==> config.mk <==
export PLATFORM = sky130hd
export DESIGN_NAME = smkt_core
export DESIGN_NICKNAME = d
export VERILOG_FILES = /design/src/common/smkt_pkg.sv /design/src/rtl/smkt_core.sv
export SDC_FILE = /design/constraint.sdc
export NUM_CORES = 1
export LEC_CHECK = 0
export BUFFER_PORTS_ARGS = -buffer_cell sky130_fd_sc_hd__buf_2
export CAP_MARGIN = 0
export CORE_MARGIN = 1
export CORE_UTILIZATION = 45
export DETAILED_ROUTE_END_ITERATION = 6
export PLACE_DENSITY_LB_ADDON = 0.25
export SLEW_MARGIN = 20
export SYNTH_ARGS = -nofsm -noshare
export SYNTH_HDL_FRONTEND = slang
export SYNTH_SLANG_ARGS = --single-unit
==> constraint.sdc <==
create_clock -name aclk -period 4 [get_ports aclk]
set_clock_uncertainty 0.05 [all_clocks]
set_input_delay 0.4 -clock aclk [delete_from_list [all_inputs] [get_ports aclk]]
set_output_delay 0.4 -clock aclk [all_outputs]
set_load 0.02 [all_outputs]
==> src/common/smkt_pkg.sv <==
package smkt_pkg;
  // ==========================================
  // timing
  localparam int CLK_MHZ = 100;
  localparam int TRIG_MIN_MS = 2;
  localparam int TRIG_MIN_CYC = TRIG_MIN_MS * 1000 * CLK_MHZ;
  localparam int PROG_MIN_MS = 10;
  localparam int PROG_MIN_CYC = PROG_MIN_MS * 1000 * CLK_MHZ;
  localparam int LATCH_MIN_US = 10;
  localparam int LATCH_MIN_CYC = LATCH_MIN_US * CLK_MHZ;
  localparam int PHASE_US = 20;
  localparam int PHASE_CYC = PHASE_US * CLK_MHZ;
  localparam int CNT_W = 20;
  // ==========================================
  // test modes
  localparam int MODE_W = 5;
  localparam logic [4:0] NORMAL_POWER_UP_STATE = 5'h00;
  localparam logic [4:0] VERIFY_CHAMBER_MODE = 5'h04;
  localparam logic [4:0] VERIFY_SILENCE_MODE = 5'h07;
  localparam logic [4:0] DRIFT_MEASURE_MODE = 5'h0A;
  localparam logic [4:0] DRIFT_PROGRAM_MODE = 5'h0B;
  localparam logic [4:0] CALIBRATE_CHAMBER_MODE = 5'h0C;
  localparam logic [4:0] CALIBRATE_SILENCE_MODE = 5'h0F;
  localparam logic [4:0] MODE_MAX = 5'h1F;
  localparam int LIMIT_W = 6;
  // ==========================================
  // register map
  localparam logic [7:0] REG_CTRL = 8'h00;
  localparam logic [7:0] REG_STATUS = 8'h04;
  localparam logic [7:0] REG_LIMITS = 8'h08;
  localparam logic [7:0] REG_DRIFT = 8'h0C;
  localparam logic CTRL_RESET = 1'b1;
  localparam logic [1:0] RESP_OKAY = 2'h0;
  localparam logic [1:0] RESP_SLVERR = 2'h2;
  typedef enum logic [1:0] {M_IDLE, M_DARK, M_LIT, M_DONE} smkt_meas_type;
endpackage : smkt_pkg

==> src/rtl/smkt_core.sv <==
// What this block does
// - count step pulses to select test mode
// - each further step pulse advances mode, holding at 0x1F
// - 2 ms trigger runs dark then lit
// - verify compares difference against selected limit
// - route monitors in verify, drift measure and calibrate modes, result in test modes
// - drift measure adds difference to counter
// - latch with entry low stores baseline
// - entry pulse increments drift counter
// - latch with entry high stores ceiling
// - drift program writes drift values to eeprom
// - one calibrate mode per alarm limit
// - trigger fall increments dac, 2 ms trigger hold starts measure
// - result high when dac below amplifier
// - 10 us latch stores dac as limit
// - silence latch 10 ms programs all limits
// - dac counter wraps at 64
// - four limits plus baseline and ceiling held
`timescale 1ns/10ps
`default_nettype none
module smkt_core #(
  parameter int TRIG_CYC = smkt_pkg::TRIG_MIN_CYC,
  parameter int PROG_CYC = smkt_pkg::PROG_MIN_CYC
) (
  // clock and reset
  input wire logic aclk,
  input wire logic aresetn,
  // probe pins
  input wire logic mode_entry_pin,
  input wire logic mode_step_pin,
  input wire logic measure_trigger_pin,
  input wire logic latch_program_pin,
  output logic probe_result_pin,
  // analog front end
  input wire logic [5:0] meas_diff,
  input wire logic amp_above_dac,
  output logic infrared_emitter,
  output logic integrator_monitor_pin,
  output logic dac_monitor_pin,
  output logic [5:0] dac_level,
  // eeprom
  output logic eeprom_prog,
  output logic eeprom_drift_sel,
  output logic [35:0] eeprom_word,
  // axi4-lite slave
  input wire logic [7:0] awaddr,
  input wire logic awvalid,
  output logic awready,
  input wire logic [31:0] wdata,
  input wire logic [3:0] wstrb,
  input wire logic wvalid,
  output logic wready,
  output logic [1:0] bresp,
  output logic bvalid,
  input wire logic bready,
  input wire logic [7:0] araddr,
  input wire logic arvalid,
  output logic arready,
  output logic [31:0] rdata,
  output logic [1:0] rresp,
  output logic rvalid,
  input wire logic rready
);
  // ==========================================
  // synchronisers
  localparam logic [19:0] TRIG_N = 20'(TRIG_CYC);
  localparam logic [19:0] PROG_N = 20'(PROG_CYC);
  localparam logic [19:0] LATCH_N = 20'(smkt_pkg::LATCH_MIN_CYC);
  localparam logic [19:0] PHASE_N = 20'(smkt_pkg::PHASE_CYC);
  logic [4:0] s1_r, s2_r, s3_r;
  always_ff @(posedge aclk)
  begin
    if (!aresetn)
    begin
      s1_r <= 5'h00;
      s2_r <= 5'h00;
      s3_r <= 5'h00;
    end
    else
    begin
      s1_r <= {amp_above_dac, latch_program_pin, measure_trigger_pin, mode_step_pin, mode_entry_pin};
      s2_r <= s1_r;
      s3_r <= s2_r;
    end
  end
  logic entry_hi, step_rise, trig_hi, trig_fall, latch_hi, latch_rise, entry_fall, cmp_hi, entry_rise;
  assign entry_hi = s2_r[0];
  assign entry_rise = s2_r[0] && !s3_r[0];
  assign entry_fall = s3_r[0] && !s2_r[0];
  assign step_rise = s2_r[1] && !s3_r[1];
  assign trig_hi = s2_r[2];
  assign trig_fall = s3_r[2] && !s2_r[2];
  assign latch_hi = s2_r[3];
  assign latch_rise = s2_r[3] && !s3_r[3];
  assign cmp_hi = s2_r[4];
  // ==========================================
  // mode selection
  logic [4:0] mode_r;
  logic armed_r, test_en_r;
  logic is_verify, is_drift, is_cal, is_test;
  assign is_verify = mode_r >= smkt_pkg::VERIFY_CHAMBER_MODE && mode_r <= smkt_pkg::VERIFY_SILENCE_MODE;
  assign is_drift = mode_r == smkt_pkg::DRIFT_MEASURE_MODE;
  assign is_cal = mode_r >= smkt_pkg::CALIBRATE_CHAMBER_MODE && mode_r <= smkt_pkg::CALIBRATE_SILENCE_MODE;
  assign is_test = is_verify || is_drift || is_cal || mode_r == smkt_pkg::DRIFT_PROGRAM_MODE;
  always_ff @(posedge aclk)
  begin
    if (!aresetn)
    begin
      mode_r <= smkt_pkg::NORMAL_POWER_UP_STATE;
      armed_r <= 1'b0;
    end
    else if (test_en_r && entry_hi && step_rise)
    begin
      if (!armed_r)
        armed_r <= 1'b1;
      else if (mode_r != smkt_pkg::MODE_MAX)
        mode_r <= mode_r + 5'h01;
    end
  end
  // ==========================================
  // trigger and latch hold timers
  logic [19:0] trig_cnt_r, latch_cnt_r;
  logic trig_done, latch_short, latch_long;
  assign trig_done = trig_hi && trig_cnt_r == TRIG_N - 20'h00001;
  assign latch_short = latch_hi && latch_cnt_r == LATCH_N - 20'h00001;
  assign latch_long = latch_hi && latch_cnt_r == PROG_N - 20'h00001;
  always_ff @(posedge aclk)
  begin
    if (!aresetn || !trig_hi)
      trig_cnt_r <= 20'h00000;
    else if (trig_cnt_r != TRIG_N)
      trig_cnt_r <= trig_cnt_r + 20'h00001;
  end
  always_ff @(posedge aclk)
  begin
    if (!aresetn || !latch_hi)
      latch_cnt_r <= 20'h00000;
    else if (latch_cnt_r != PROG_N)
      latch_cnt_r <= latch_cnt_r + 20'h00001;
  end
  // ==========================================
  // dark then lit measurement
  smkt_pkg::smkt_meas_type m_st, m_nxt;
  logic [19:0] phase_r;
  logic meas_go, phase_end;
  assign meas_go = trig_done && !entry_hi && (is_verify || is_drift || is_cal);
  assign phase_end = phase_r == PHASE_N - 20'h00001;
  always_comb
  begin
    m_nxt = m_st;
    case (m_st)
      smkt_pkg::M_IDLE: if (meas_go) m_nxt = smkt_pkg::M_DARK;
      smkt_pkg::M_DARK: if (phase_end) m_nxt = smkt_pkg::M_LIT;
      smkt_pkg::M_LIT: if (phase_end) m_nxt = smkt_pkg::M_DONE;
      default: m_nxt = smkt_pkg::M_IDLE;
    endcase
  end
  always_ff @(posedge aclk)
  begin
    if (!aresetn)
    begin
      m_st <= smkt_pkg::M_IDLE;
      phase_r <= 20'h00000;
      infrared_emitter <= 1'b0;
    end
    else
    begin
      m_st <= m_nxt;
      phase_r <= (m_nxt != m_st) ? 20'h00000 : phase_r + 20'h00001;
      infrared_emitter <= m_nxt == smkt_pkg::M_LIT;
    end
  end
  // ==========================================
  // limits, drift values and dac
  logic [5:0] limit_r [4];
  logic [5:0] drift_cnt_r, baseline_r, ceiling_r, lim_sel;
  assign lim_sel = limit_r[mode_r[1:0]];
  // only a full low-high-low entry pulse counts, not the fall that starts measuring
  logic entry_seen_r, drift_tick;
  assign drift_tick = is_drift && entry_fall && entry_seen_r;
  always_ff @(posedge aclk)
  begin
    if (!aresetn || !is_drift)
      entry_seen_r <= 1'b0;
    else if (entry_rise)
      entry_seen_r <= 1'b1;
    else if (entry_fall)
      entry_seen_r <= 1'b0;
  end
  always_ff @(posedge aclk)
  begin
    if (!aresetn)
      drift_cnt_r <= 6'h00;
    else if (is_drift)
      drift_cnt_r <= drift_cnt_r + (m_st == smkt_pkg::M_DONE ? meas_diff : 6'h00)
        + {5'h00, drift_tick};
  end
  always_ff @(posedge aclk)
  begin
    if (!aresetn)
    begin
      baseline_r <= 6'h00;
      ceiling_r <= 6'h00;
    end
    else if (is_drift && latch_rise && !trig_hi)
    begin
      if (entry_hi)
        ceiling_r <= drift_cnt_r;
      else
        baseline_r <= drift_cnt_r;
    end
  end
  always_ff @(posedge aclk)
  begin
    if (!aresetn)
      dac_level <= 6'h00;
    else if (!is_cal)
      dac_level <= 6'h00;
    else if (trig_fall)
      dac_level <= dac_level + 6'h01;
  end
  always_ff @(posedge aclk)
  begin
    if (!aresetn)
      for (int i = 0; i < 4; i++)
        limit_r[i] <= 6'h00;
    else if (is_cal && latch_short && !trig_hi)
      limit_r[mode_r[1:0]] <= dac_level;
  end
  // ==========================================
  // result, monitors and eeprom
  always_ff @(posedge aclk)
  begin
    if (!aresetn || !is_test)
      probe_result_pin <= 1'b0;
    else if (is_cal)
      probe_result_pin <= cmp_hi;
    else if (is_verify && meas_go)
      probe_result_pin <= 1'b0;
    else if (is_verify && m_st == smkt_pkg::M_DONE)
      probe_result_pin <= meas_diff > lim_sel;
    else if (is_drift)
      probe_result_pin <= cmp_hi;
  end
  always_ff @(posedge aclk)
  begin
    if (!aresetn)
    begin
      integrator_monitor_pin <= 1'b0;
      dac_monitor_pin <= 1'b0;
    end
    else
    begin
      integrator_monitor_pin <= is_verify || is_drift || is_cal;
      dac_monitor_pin <= is_verify || is_drift || is_cal;
    end
  end
  always_ff @(posedge aclk)
  begin
    if (!aresetn)
    begin
      eeprom_prog <= 1'b0;
      eeprom_drift_sel <= 1'b0;
      eeprom_word <= 36'h000000000;
    end
    else
    begin
      eeprom_prog <= 1'b0;
      if (latch_long && !entry_hi && mode_r == smkt_pkg::DRIFT_PROGRAM_MODE)
      begin
        eeprom_prog <= 1'b1;
        eeprom_drift_sel <= 1'b1;
        eeprom_word <= {ceiling_r, baseline_r, limit_r[0], limit_r[3], limit_r[2], limit_r[1]};
      end
      else if (latch_long && !trig_hi && mode_r == smkt_pkg::CALIBRATE_SILENCE_MODE)
      begin
        eeprom_prog <= 1'b1;
        eeprom_drift_sel <= 1'b0;
        eeprom_word <= {ceiling_r, baseline_r, limit_r[0], limit_r[3], limit_r[2], limit_r[1]};
      end
    end
  end
  // ==========================================
  // axi4-lite registers
  logic aw_hold_r, w_hold_r;
  logic [7:0] wa_r;
  logic [31:0] wd_r;
  logic [3:0] ws_r;
  always_ff @(posedge aclk)
  begin
    if (!aresetn)
    begin
      awready <= 1'b0;
      wready <= 1'b0;
      aw_hold_r <= 1'b0;
      w_hold_r <= 1'b0;
      wa_r <= 8'h00;
      wd_r <= 32'h00000000;
      ws_r <= 4'h0;
      bvalid <= 1'b0;
      bresp <= smkt_pkg::RESP_OKAY;
      test_en_r <= smkt_pkg::CTRL_RESET;
    end
    else
    begin
      awready <= !aw_hold_r && !(awvalid && awready) && !bvalid;
      wready <= !w_hold_r && !(wvalid && wready) && !bvalid;
      if (awvalid && awready)
      begin
        aw_hold_r <= 1'b1;
        wa_r <= awaddr;
      end
      if (wvalid && wready)
      begin
        w_hold_r <= 1'b1;
        wd_r <= wdata;
        ws_r <= wstrb;
      end
      if (aw_hold_r && w_hold_r && !bvalid)
      begin
        bvalid <= 1'b1;
        aw_hold_r <= 1'b0;
        w_hold_r <= 1'b0;
        bresp <= smkt_pkg::RESP_OKAY;
        if (wa_r == smkt_pkg::REG_CTRL)
          test_en_r <= ws_r[0] ? wd_r[0] : test_en_r;
        else if (wa_r != smkt_pkg::REG_STATUS && wa_r != smkt_pkg::REG_LIMITS && wa_r != smkt_pkg::REG_DRIFT)
          bresp <= smkt_pkg::RESP_SLVERR;
      end
      else if (bvalid && bready)
        bvalid <= 1'b0;
    end
  end
  always_ff @(posedge aclk)
  begin
    if (!aresetn)
    begin
      arready <= 1'b0;
      rvalid <= 1'b0;
      rdata <= 32'h00000000;
      rresp <= smkt_pkg::RESP_OKAY;
    end
    else
    begin
      arready <= !rvalid && !(arvalid && arready);
      if (arvalid && arready)
      begin
        rvalid <= 1'b1;
        rresp <= smkt_pkg::RESP_OKAY;
        case (araddr)
          smkt_pkg::REG_CTRL: rdata <= {31'h00000000, test_en_r};
          smkt_pkg::REG_STATUS: rdata <= {18'h00000, dac_level, m_st != smkt_pkg::M_IDLE, probe_result_pin,
            armed_r, mode_r};
          smkt_pkg::REG_LIMITS: rdata <= {8'h00, limit_r[3], limit_r[2], limit_r[1], limit_r[0]};
          smkt_pkg::REG_DRIFT: rdata <= {14'h0000, drift_cnt_r, ceiling_r, baseline_r};
          default:
          begin
            rdata <= 32'h00000000;
            rresp <= smkt_pkg::RESP_SLVERR;
          end
        endcase
      end
      else if (rvalid && rready)
        rvalid <= 1'b0;
    end
  end
  // ==========================================
  // checks
  chk_mode_step_count: assert property (@(posedge aclk) disable iff (!aresetn)
    (test_en_r && entry_hi && step_rise && armed_r && mode_r != 5'h1F) |=> mode_r == $past(mode_r) + 5'h01)
    else $error("mode did not advance on step pulse");
  chk_emitter_after_dark: assert property (@(posedge aclk) disable iff (!aresetn)
    $rose(infrared_emitter) |-> m_st == smkt_pkg::M_LIT && $past(m_st, 2) == smkt_pkg::M_DARK)
    else $error("emitter lit without dark phase");
  chk_verify_result: assert property (@(posedge aclk) disable iff (!aresetn)
    (is_verify && m_st == smkt_pkg::M_DONE) |=> probe_result_pin == ($past(meas_diff) > $past(lim_sel)))
    else $error("verify result mismatch");
  chk_monitor_route: assert property (@(posedge aclk) disable iff (!aresetn)
    (is_cal ##1 is_cal) |-> integrator_monitor_pin && dac_monitor_pin)
    else $error("monitors not routed");
  chk_drift_pulse: assert property (@(posedge aclk) disable iff (!aresetn)
    (drift_tick && m_st != smkt_pkg::M_DONE) |=> drift_cnt_r == $past(drift_cnt_r) + 6'h01)
    else $error("drift counter did not step");
  chk_baseline_latch: assert property (@(posedge aclk) disable iff (!aresetn)
    (is_drift && latch_rise && !trig_hi && !entry_hi) |=> baseline_r == $past(drift_cnt_r))
    else $error("baseline not latched");
  chk_ceiling_latch: assert property (@(posedge aclk) disable iff (!aresetn)
    (is_drift && latch_rise && !trig_hi && entry_hi) |=> ceiling_r == $past(drift_cnt_r))
    else $error("ceiling not latched");
  chk_dac_wrap_step: assert property (@(posedge aclk) disable iff (!aresetn)
    (is_cal && trig_fall && mode_r == $past(mode_r)) |=> dac_level == $past(dac_level) + 6'h01)
    else $error("dac did not step");
  chk_cal_compare: assert property (@(posedge aclk) disable iff (!aresetn)
    (is_cal ##1 is_cal) |-> probe_result_pin == $past(cmp_hi))
    else $error("calibration result wrong");
  chk_limit_store: assert property (@(posedge aclk) disable iff (!aresetn)
    (is_cal && latch_short && !trig_hi) |=> limit_r[mode_r[1:0]] == $past(dac_level))
    else $error("limit not stored");
endmodule : smkt_core
`default_nettype wire

== Word-level counts from Yosys, hierarchy flattened ==
Memories as Yosys holds them, arrays and structs flattened. A register that Yosys moved wholly into a read port is not among the register bits.
Index checks and enable logic that the tools add are counted.

* Bitwise gates (word level): 2
* Mux-type cells: 34
* $lt $le $gt $ge: 5
* Equal/unequal tests: 21
* Reduce and logical (&&, ||, !) cells: 81
* Add/subtract/negate cells: 7

{| class="wikitable"
|+ Operators with widths
! kind !! number
|-
| one-hot mux 24 bit (4 select lines) || 1
|-
| 2-to-1 mux 36 bit || 2
|-
| adder 20 x 1 -> 20 bit, second input constant || 3
|-
| logical AND 1 bit || 40
|-
| == test 20 x 10 -> 1 bit, second input constant || 1
|-
| == test 20 x 11 -> 1 bit, second input constant || 1
|-
| == test 20 x 18 -> 1 bit, second input constant || 1
|-
| == test 20 bit, second input constant || 1
|-
| != test 20 x 18 -> 1 bit, second input constant || 1
|-
| != test 20 bit, second input constant || 1
|-
| 2-to-1 mux 1 bit || 19
|-
| 2-to-1 mux 2 bit || 9
|-
| == test 8 x 4 -> 1 bit, second input constant || 2
|-
| zero test 1 bit || 16
|-
| zero test 8 bit || 2
|-
| != test 8 x 4 -> 1 bit, second input constant || 2
|-
| == test 5 x 4 -> 1 bit, second input constant || 3
|-
| 2-to-1 mux 6 bit || 2
|-
| nonzero test 2 bit || 5
|-
| == test 8 x 3 -> 1 bit, second input constant || 1
|-
| != test 8 x 3 -> 1 bit, second input constant || 1
|-
| logical OR 1 bit || 7
|-
| adder 6 x 1 -> 6 bit || 1
|-
| adder 6 x 1 -> 6 bit, second input constant || 1
|-
| 20 further kinds || 27
|}

* Word-level logic and storage cells: 185
* Output and inout bits: 89
* Input bits: 70
* Register bits after elaboration: 202
* Bits in writable memories: 24
* Memories: 1

{| class="wikitable"
|+ Memories
! name !! depth !! bits a word !! read ports !! clocked after Yosys merged registers in !! write ports !! line !! text
|-
| limit_r || 4 || 6 || 5 || 1 || 4 || smkt_core.sv:175 || <nowiki>logic [5:0] limit_r [4];</nowiki>
|}

== Depth between registers and ports, before layout ==
* Depth after elaboration: 9
* Gate-level depth with buffers: 13
* Gate-level depth less buffers: 11

== Worst setup path before layout ==
Ideal clock, no wire load.

* Path kind: reg-to-reg
* Start point: register mode_r[0]
* End point: register drift_cnt_r[4]
* Data arrival time: 2.784 ns
* Library setup time: 0.070 ns
* Path slack: 1.095 ns
* Buffers on the path: 2
* Required time: 3.880 ns
* Cell stages (with the launch flop): 14
* Period minus slack after synthesis: 2.905 ns
* Path through: dfxtp_1 > clkbuf_1 > inv_1 > ha_1 > nor4bb_1 > buf_2 > and3_1 > fa_1 > fa_1 > a21o_1 > a21oi_1 > xnor2_1 > nand2_1 > a21oi_1

* Word-level cells in the longest chain between the ends: 4

{| class="wikitable"
|+ Ends and longest elaborated chain
! element !! line !! text
|-
| start, declared || smkt_core.sv:98 || <nowiki>logic [4:0] mode_r;</nowiki>
|-
| start signal, assigned || smkt_core.sv:109 || <nowiki>mode_r <= smkt_pkg::NORMAL_POWER_UP_STATE;</nowiki>
|-
| start signal, assigned || smkt_core.sv:117 || <nowiki>mode_r <= mode_r + 5'h01;</nowiki>
|-
| == test 5 x 4 -> 1 bit * || smkt_core.sv:102 || <nowiki>assign is_drift = mode_r == smkt_pkg::DRIFT_MEASURE_MODE;</nowiki>
|-
| logical AND 1 bit (2 in a row) || smkt_core.sv:180 || <nowiki>assign drift_tick = is_drift && entry_fall && entry_seen_r;</nowiki>
|-
| adder 6 x 1 -> 6 bit || smkt_core.sv:196 || <nowiki>+ {5'h00, drift_tick};</nowiki>
|-
| end signal, assigned || smkt_core.sv:195 || <nowiki>drift_cnt_r <= drift_cnt_r + (m_st == smkt_pkg::M_DONE ? meas_diff : 6'h00)</nowiki>
|-
| end, declared || smkt_core.sv:176 || <nowiki>logic [5:0] drift_cnt_r, baseline_r, ceiling_r, lim_sel;</nowiki>
|}

Every way passes the cells marked *; elsewhere a longest branch is shown, timed or not.
A chain may end at the register's enable or synchronous reset.

==> impl_results.md <==
* Total power at 4.69 mW
* Crit path buffers/inverters at 0
* Fin area at 11000 sq um
* Internal power at ~3.7 mW
* Synth top area share at 40.8%
* Vias in the first global route at roughly 6700
* Layout Area Growth over Synthesis at 16.2%
* Crit path max fanout at 10
* Final min period at 3180 ps
* Hold slack at 47.7 ps
* Total Wirelength at 21.5 mm
* DRT iter0 DRCs at between 300 and 400
* Final Hold Vio Count at 0
* Worst-skew pair later-pin latency at 520 ps
* Area leader, netlist: dfxtp_1
* Largest net degree at the start of global routing at 55
* Average wire per standard cell at 15.5 um
* Clock Pin Slew Worst Setup and Hold Paths at 60 ps
* RSZ-0062 raised after global routing: no
* Maximum VDD drop at roughly 0.24 mV
* Vias/cell at 5.17
* Die Ht at 147 um
* Flop pwr share at 48.5%
* H-tree depth at 1
* Clock power frac at about half
* GRT Residual Overflow at 0
* Yosys warns at 0
* EDFF count, synth at 24
* Detailed placer's ending HPWL at approximately 15 mm
* Max Freq at 314 MHz
* TritonCTS clock tree: built
* Die width at 147 um
* Status: finished clean
* Critical path class: flop to flop
* Place WS at 858 ps
* Die area at 21700 sq um
* TNS Setup at 0 ps
* Largest stage delay, worst path at around 550 ps
* Total track usage at 20.0%
* CP delay by family, top: simple AND/OR/NAND/NOR gates
* First-pass GRT wire length at about 35 mm
* Data required, critical path at 4140 ps
* Syn Std Cell Area at between 9000 and 10000 sq um
* Initial Utilization at 46.4%
* Post-CTS setup buffers at 0
* Placed instance count at 1346
* Leak pwr at ~4.7 nW
* Least-Margin Pin Slew at 984 ps
* WP data arrival at around 3300 ps
* Gate power share at 3.4%
* FFs w/ async S/R, synth at 0%
* Final setup viols at 0
* Final core occ at a little over half
* Top cells by area, synth: dfxtp_1 (41%), mux2i_1 (7.6%), edfxtp_1 (7.6%)
* Switching Fraction at between 20 and 25%
* Period utilisation layout at between 70% and 80%
* Sequential area share after synthesis at 48.4%
* Row cnt at 52
* Clock Sinks at between 200 and 250
* Worst setup SP type: flop
* IO Count at 159
* Share of layout cells above drive strength 1 at between 10% and 20%
* # nets final at 1197
* Min-Delay Path Class: input port to flop
* Final ANT Viol Nets at 0
* CTS Root Cell: clkbuf_16
* Syn_area_per_cell at 9.50 sq um
* Antenna Cells at 0
* Total CTS buffers at 24
* Power Density at roughly 420 nW/um^2
* Top FF cell, synth: dfxtp_1
* Cell chain of the critical path: ha_1 -> and3_1 -> ha_1 -> o211ai_1 -> nor3b_2 -> and3_1 -> nand2b_1
* DRC at 0
* FF+latch count, synth at between 200 and 250
* Non-Filler Instances at 1390
* Max_cap viols at 0
* NetSw at 1.03 mW
* Core area at 20500 sq um
* Slowest library cell on the worst path: dfxtp_1
* Post-Synthesis Cells at about 1000
* Global placer's final weighted congestion at 0.868
* Distinct cells, synth at 66
* Antenna violations before repair at 0
* Relative slew slack at 34.2%
* Via count at 7180
* Post-cts resize count at 0
* IO buf count at around 110
* Crit end category: flop
* Post-CTS Hold Buffers at 0
* Setup ws final at 815 ps
* DRT Pass-1 Iters at 5
* Post-DP Area at 10200 sq um
* Final max-slew violation count at 0
* Clk buf depth at 3
[kinds of logic (layout without fill, tap and decap cells)]
| group | after synthesis | count (layout) | synth area share [%] |
|---|---|---|---|
| buffers and inverters | 88 | 198 | 4.29 |
| flip-flops | 218 | 218 | 48.4 |
| XOR/XNOR | 59 | 59 | 5.43 |
| adder cells (fa/ha/maj) | 25 | 25 | 3.45 |
| multiplexers | 80 | 80 | 9.36 |
| other | 1 | 10 | 0.0394 |
| AND/OR/NAND/NOR | 417 | 417 | 21.9 |
| AO/OA/AOI/OAI | 113 | 113 | 7.13 |
[cell usage in the layout (no fill, tap or decap), drive strengths merged, types with 4 or more instances in the layout]
| master | n |
|---|---|
| a21o | 6 |
| a21oi | 49 |
| a22o | 6 |
| and2 | 37 |
| and3 | 16 |
| and4 | 7 |
| buf | 118 |
| bufinv | 4 |
| clkbuf | 25 |
| clkinv | 12 |
| conb | 10 |
| dfxtp | 194 |
| edfxtp | 24 |
| ha | 23 |
| inv | 37 |
| mux2i | 72 |
| mux4 | 7 |
| nand2 | 79 |
| nand2b | 9 |
| nand3 | 27 |
| nand4 | 16 |
| nor2 | 152 |
| nor2b | 7 |
| nor3 | 24 |
| nor4 | 13 |
| o21ai | 27 |
| or3 | 5 |
| xnor2 | 40 |
| xor2 | 19 |
[state kept, by name, summed over array words and instances (netlist names), 2 cells and up, named ones only]
name,count
limit_r,24
trig_cnt_r,20
rdata,24
s1_r,5
ceiling_r,6
wa_r,8
m_st,2
phase_r,20
drift_cnt_r,6
baseline_r,6
s2_r,5
mode_r,5
latch_cnt_r,20
eeprom_word,36
dac_level,6
s3_r,4
[cells in the mapped netlist (9+ instances only)]
| cell type | number |
|---|---|
| nand2_1 | 79 |
| and3_1 | 16 |
| and2_1 | 37 |
| xnor2_1 | 40 |
| xor2_1 | 19 |
| ha_1 | 23 |
| dfxtp_1 | 194 |
| nor4_1 | 11 |
| edfxtp_1 | 24 |
| nor2_1 | 152 |
| clkbuf_1 | 30 |
| nand2b_1 | 9 |
| nor3_1 | 24 |
| mux2i_1 | 72 |
| buf_4 | 11 |
| o21ai_0 | 27 |
| inv_1 | 36 |
| a21oi_1 | 49 |
| nand3_1 | 27 |
| nand4_1 | 16 |
[final timing paths]
check | start | to | slack [ps] | depth (start not counted)
setup / recovery | mode_r[1]$_SDFFE_PN0P_ | limit_r[1][1]$_SDFFCE_PN0P_ | 820 | 7
hold / removal | measure_trigger_pin | s1_r[2]$_SDFF_PN0_ | 50 | 2
setup reg to reg | mode_r[1]$_SDFFE_PN0P_ | limit_r[1][1]$_SDFFCE_PN0P_ | 820 | 7
hold reg to reg | s1_r[0]$_SDFF_PN0_ | s2_r[0]$_SDFF_PN0_ | 370 | 1
[power groups by stage]
stage	Sequential, mW	Combinational [mW]	Clock (mW)
final	2.27	0.159	2.26
after global routing	2.28	0.178	2.38
after CTS	2.27	0.160	2.30
after detailed placement	2.32	0.158	0
after global placement	2.32	0.156	0
after floorplan	2.31	0.112	0
[area by class of cell]
type / instances / area, sq um
multi-input cells: 704 / 4550
flip-flops and latches: 218 / 4600
repair buffers: 118 / 601
well taps: 270 / 338
inverters: 36 / 135
fillers: 1875 / 9450
clock buffers: 25 / 604
clock inverters: 19 / 214
[metal layers]
metal / vias to the layer above / wire (um) / track usage (%)
met5: - / 0 / 0
met4: 0 / 601 / 6.49
met3: 40 / 1210 / 3.11
met2: 193 / 9890 / 32.7
met1: 3307 / 9810 / 27.1
li1: 3640 / - / -
(Power assumes the default switching activity.)
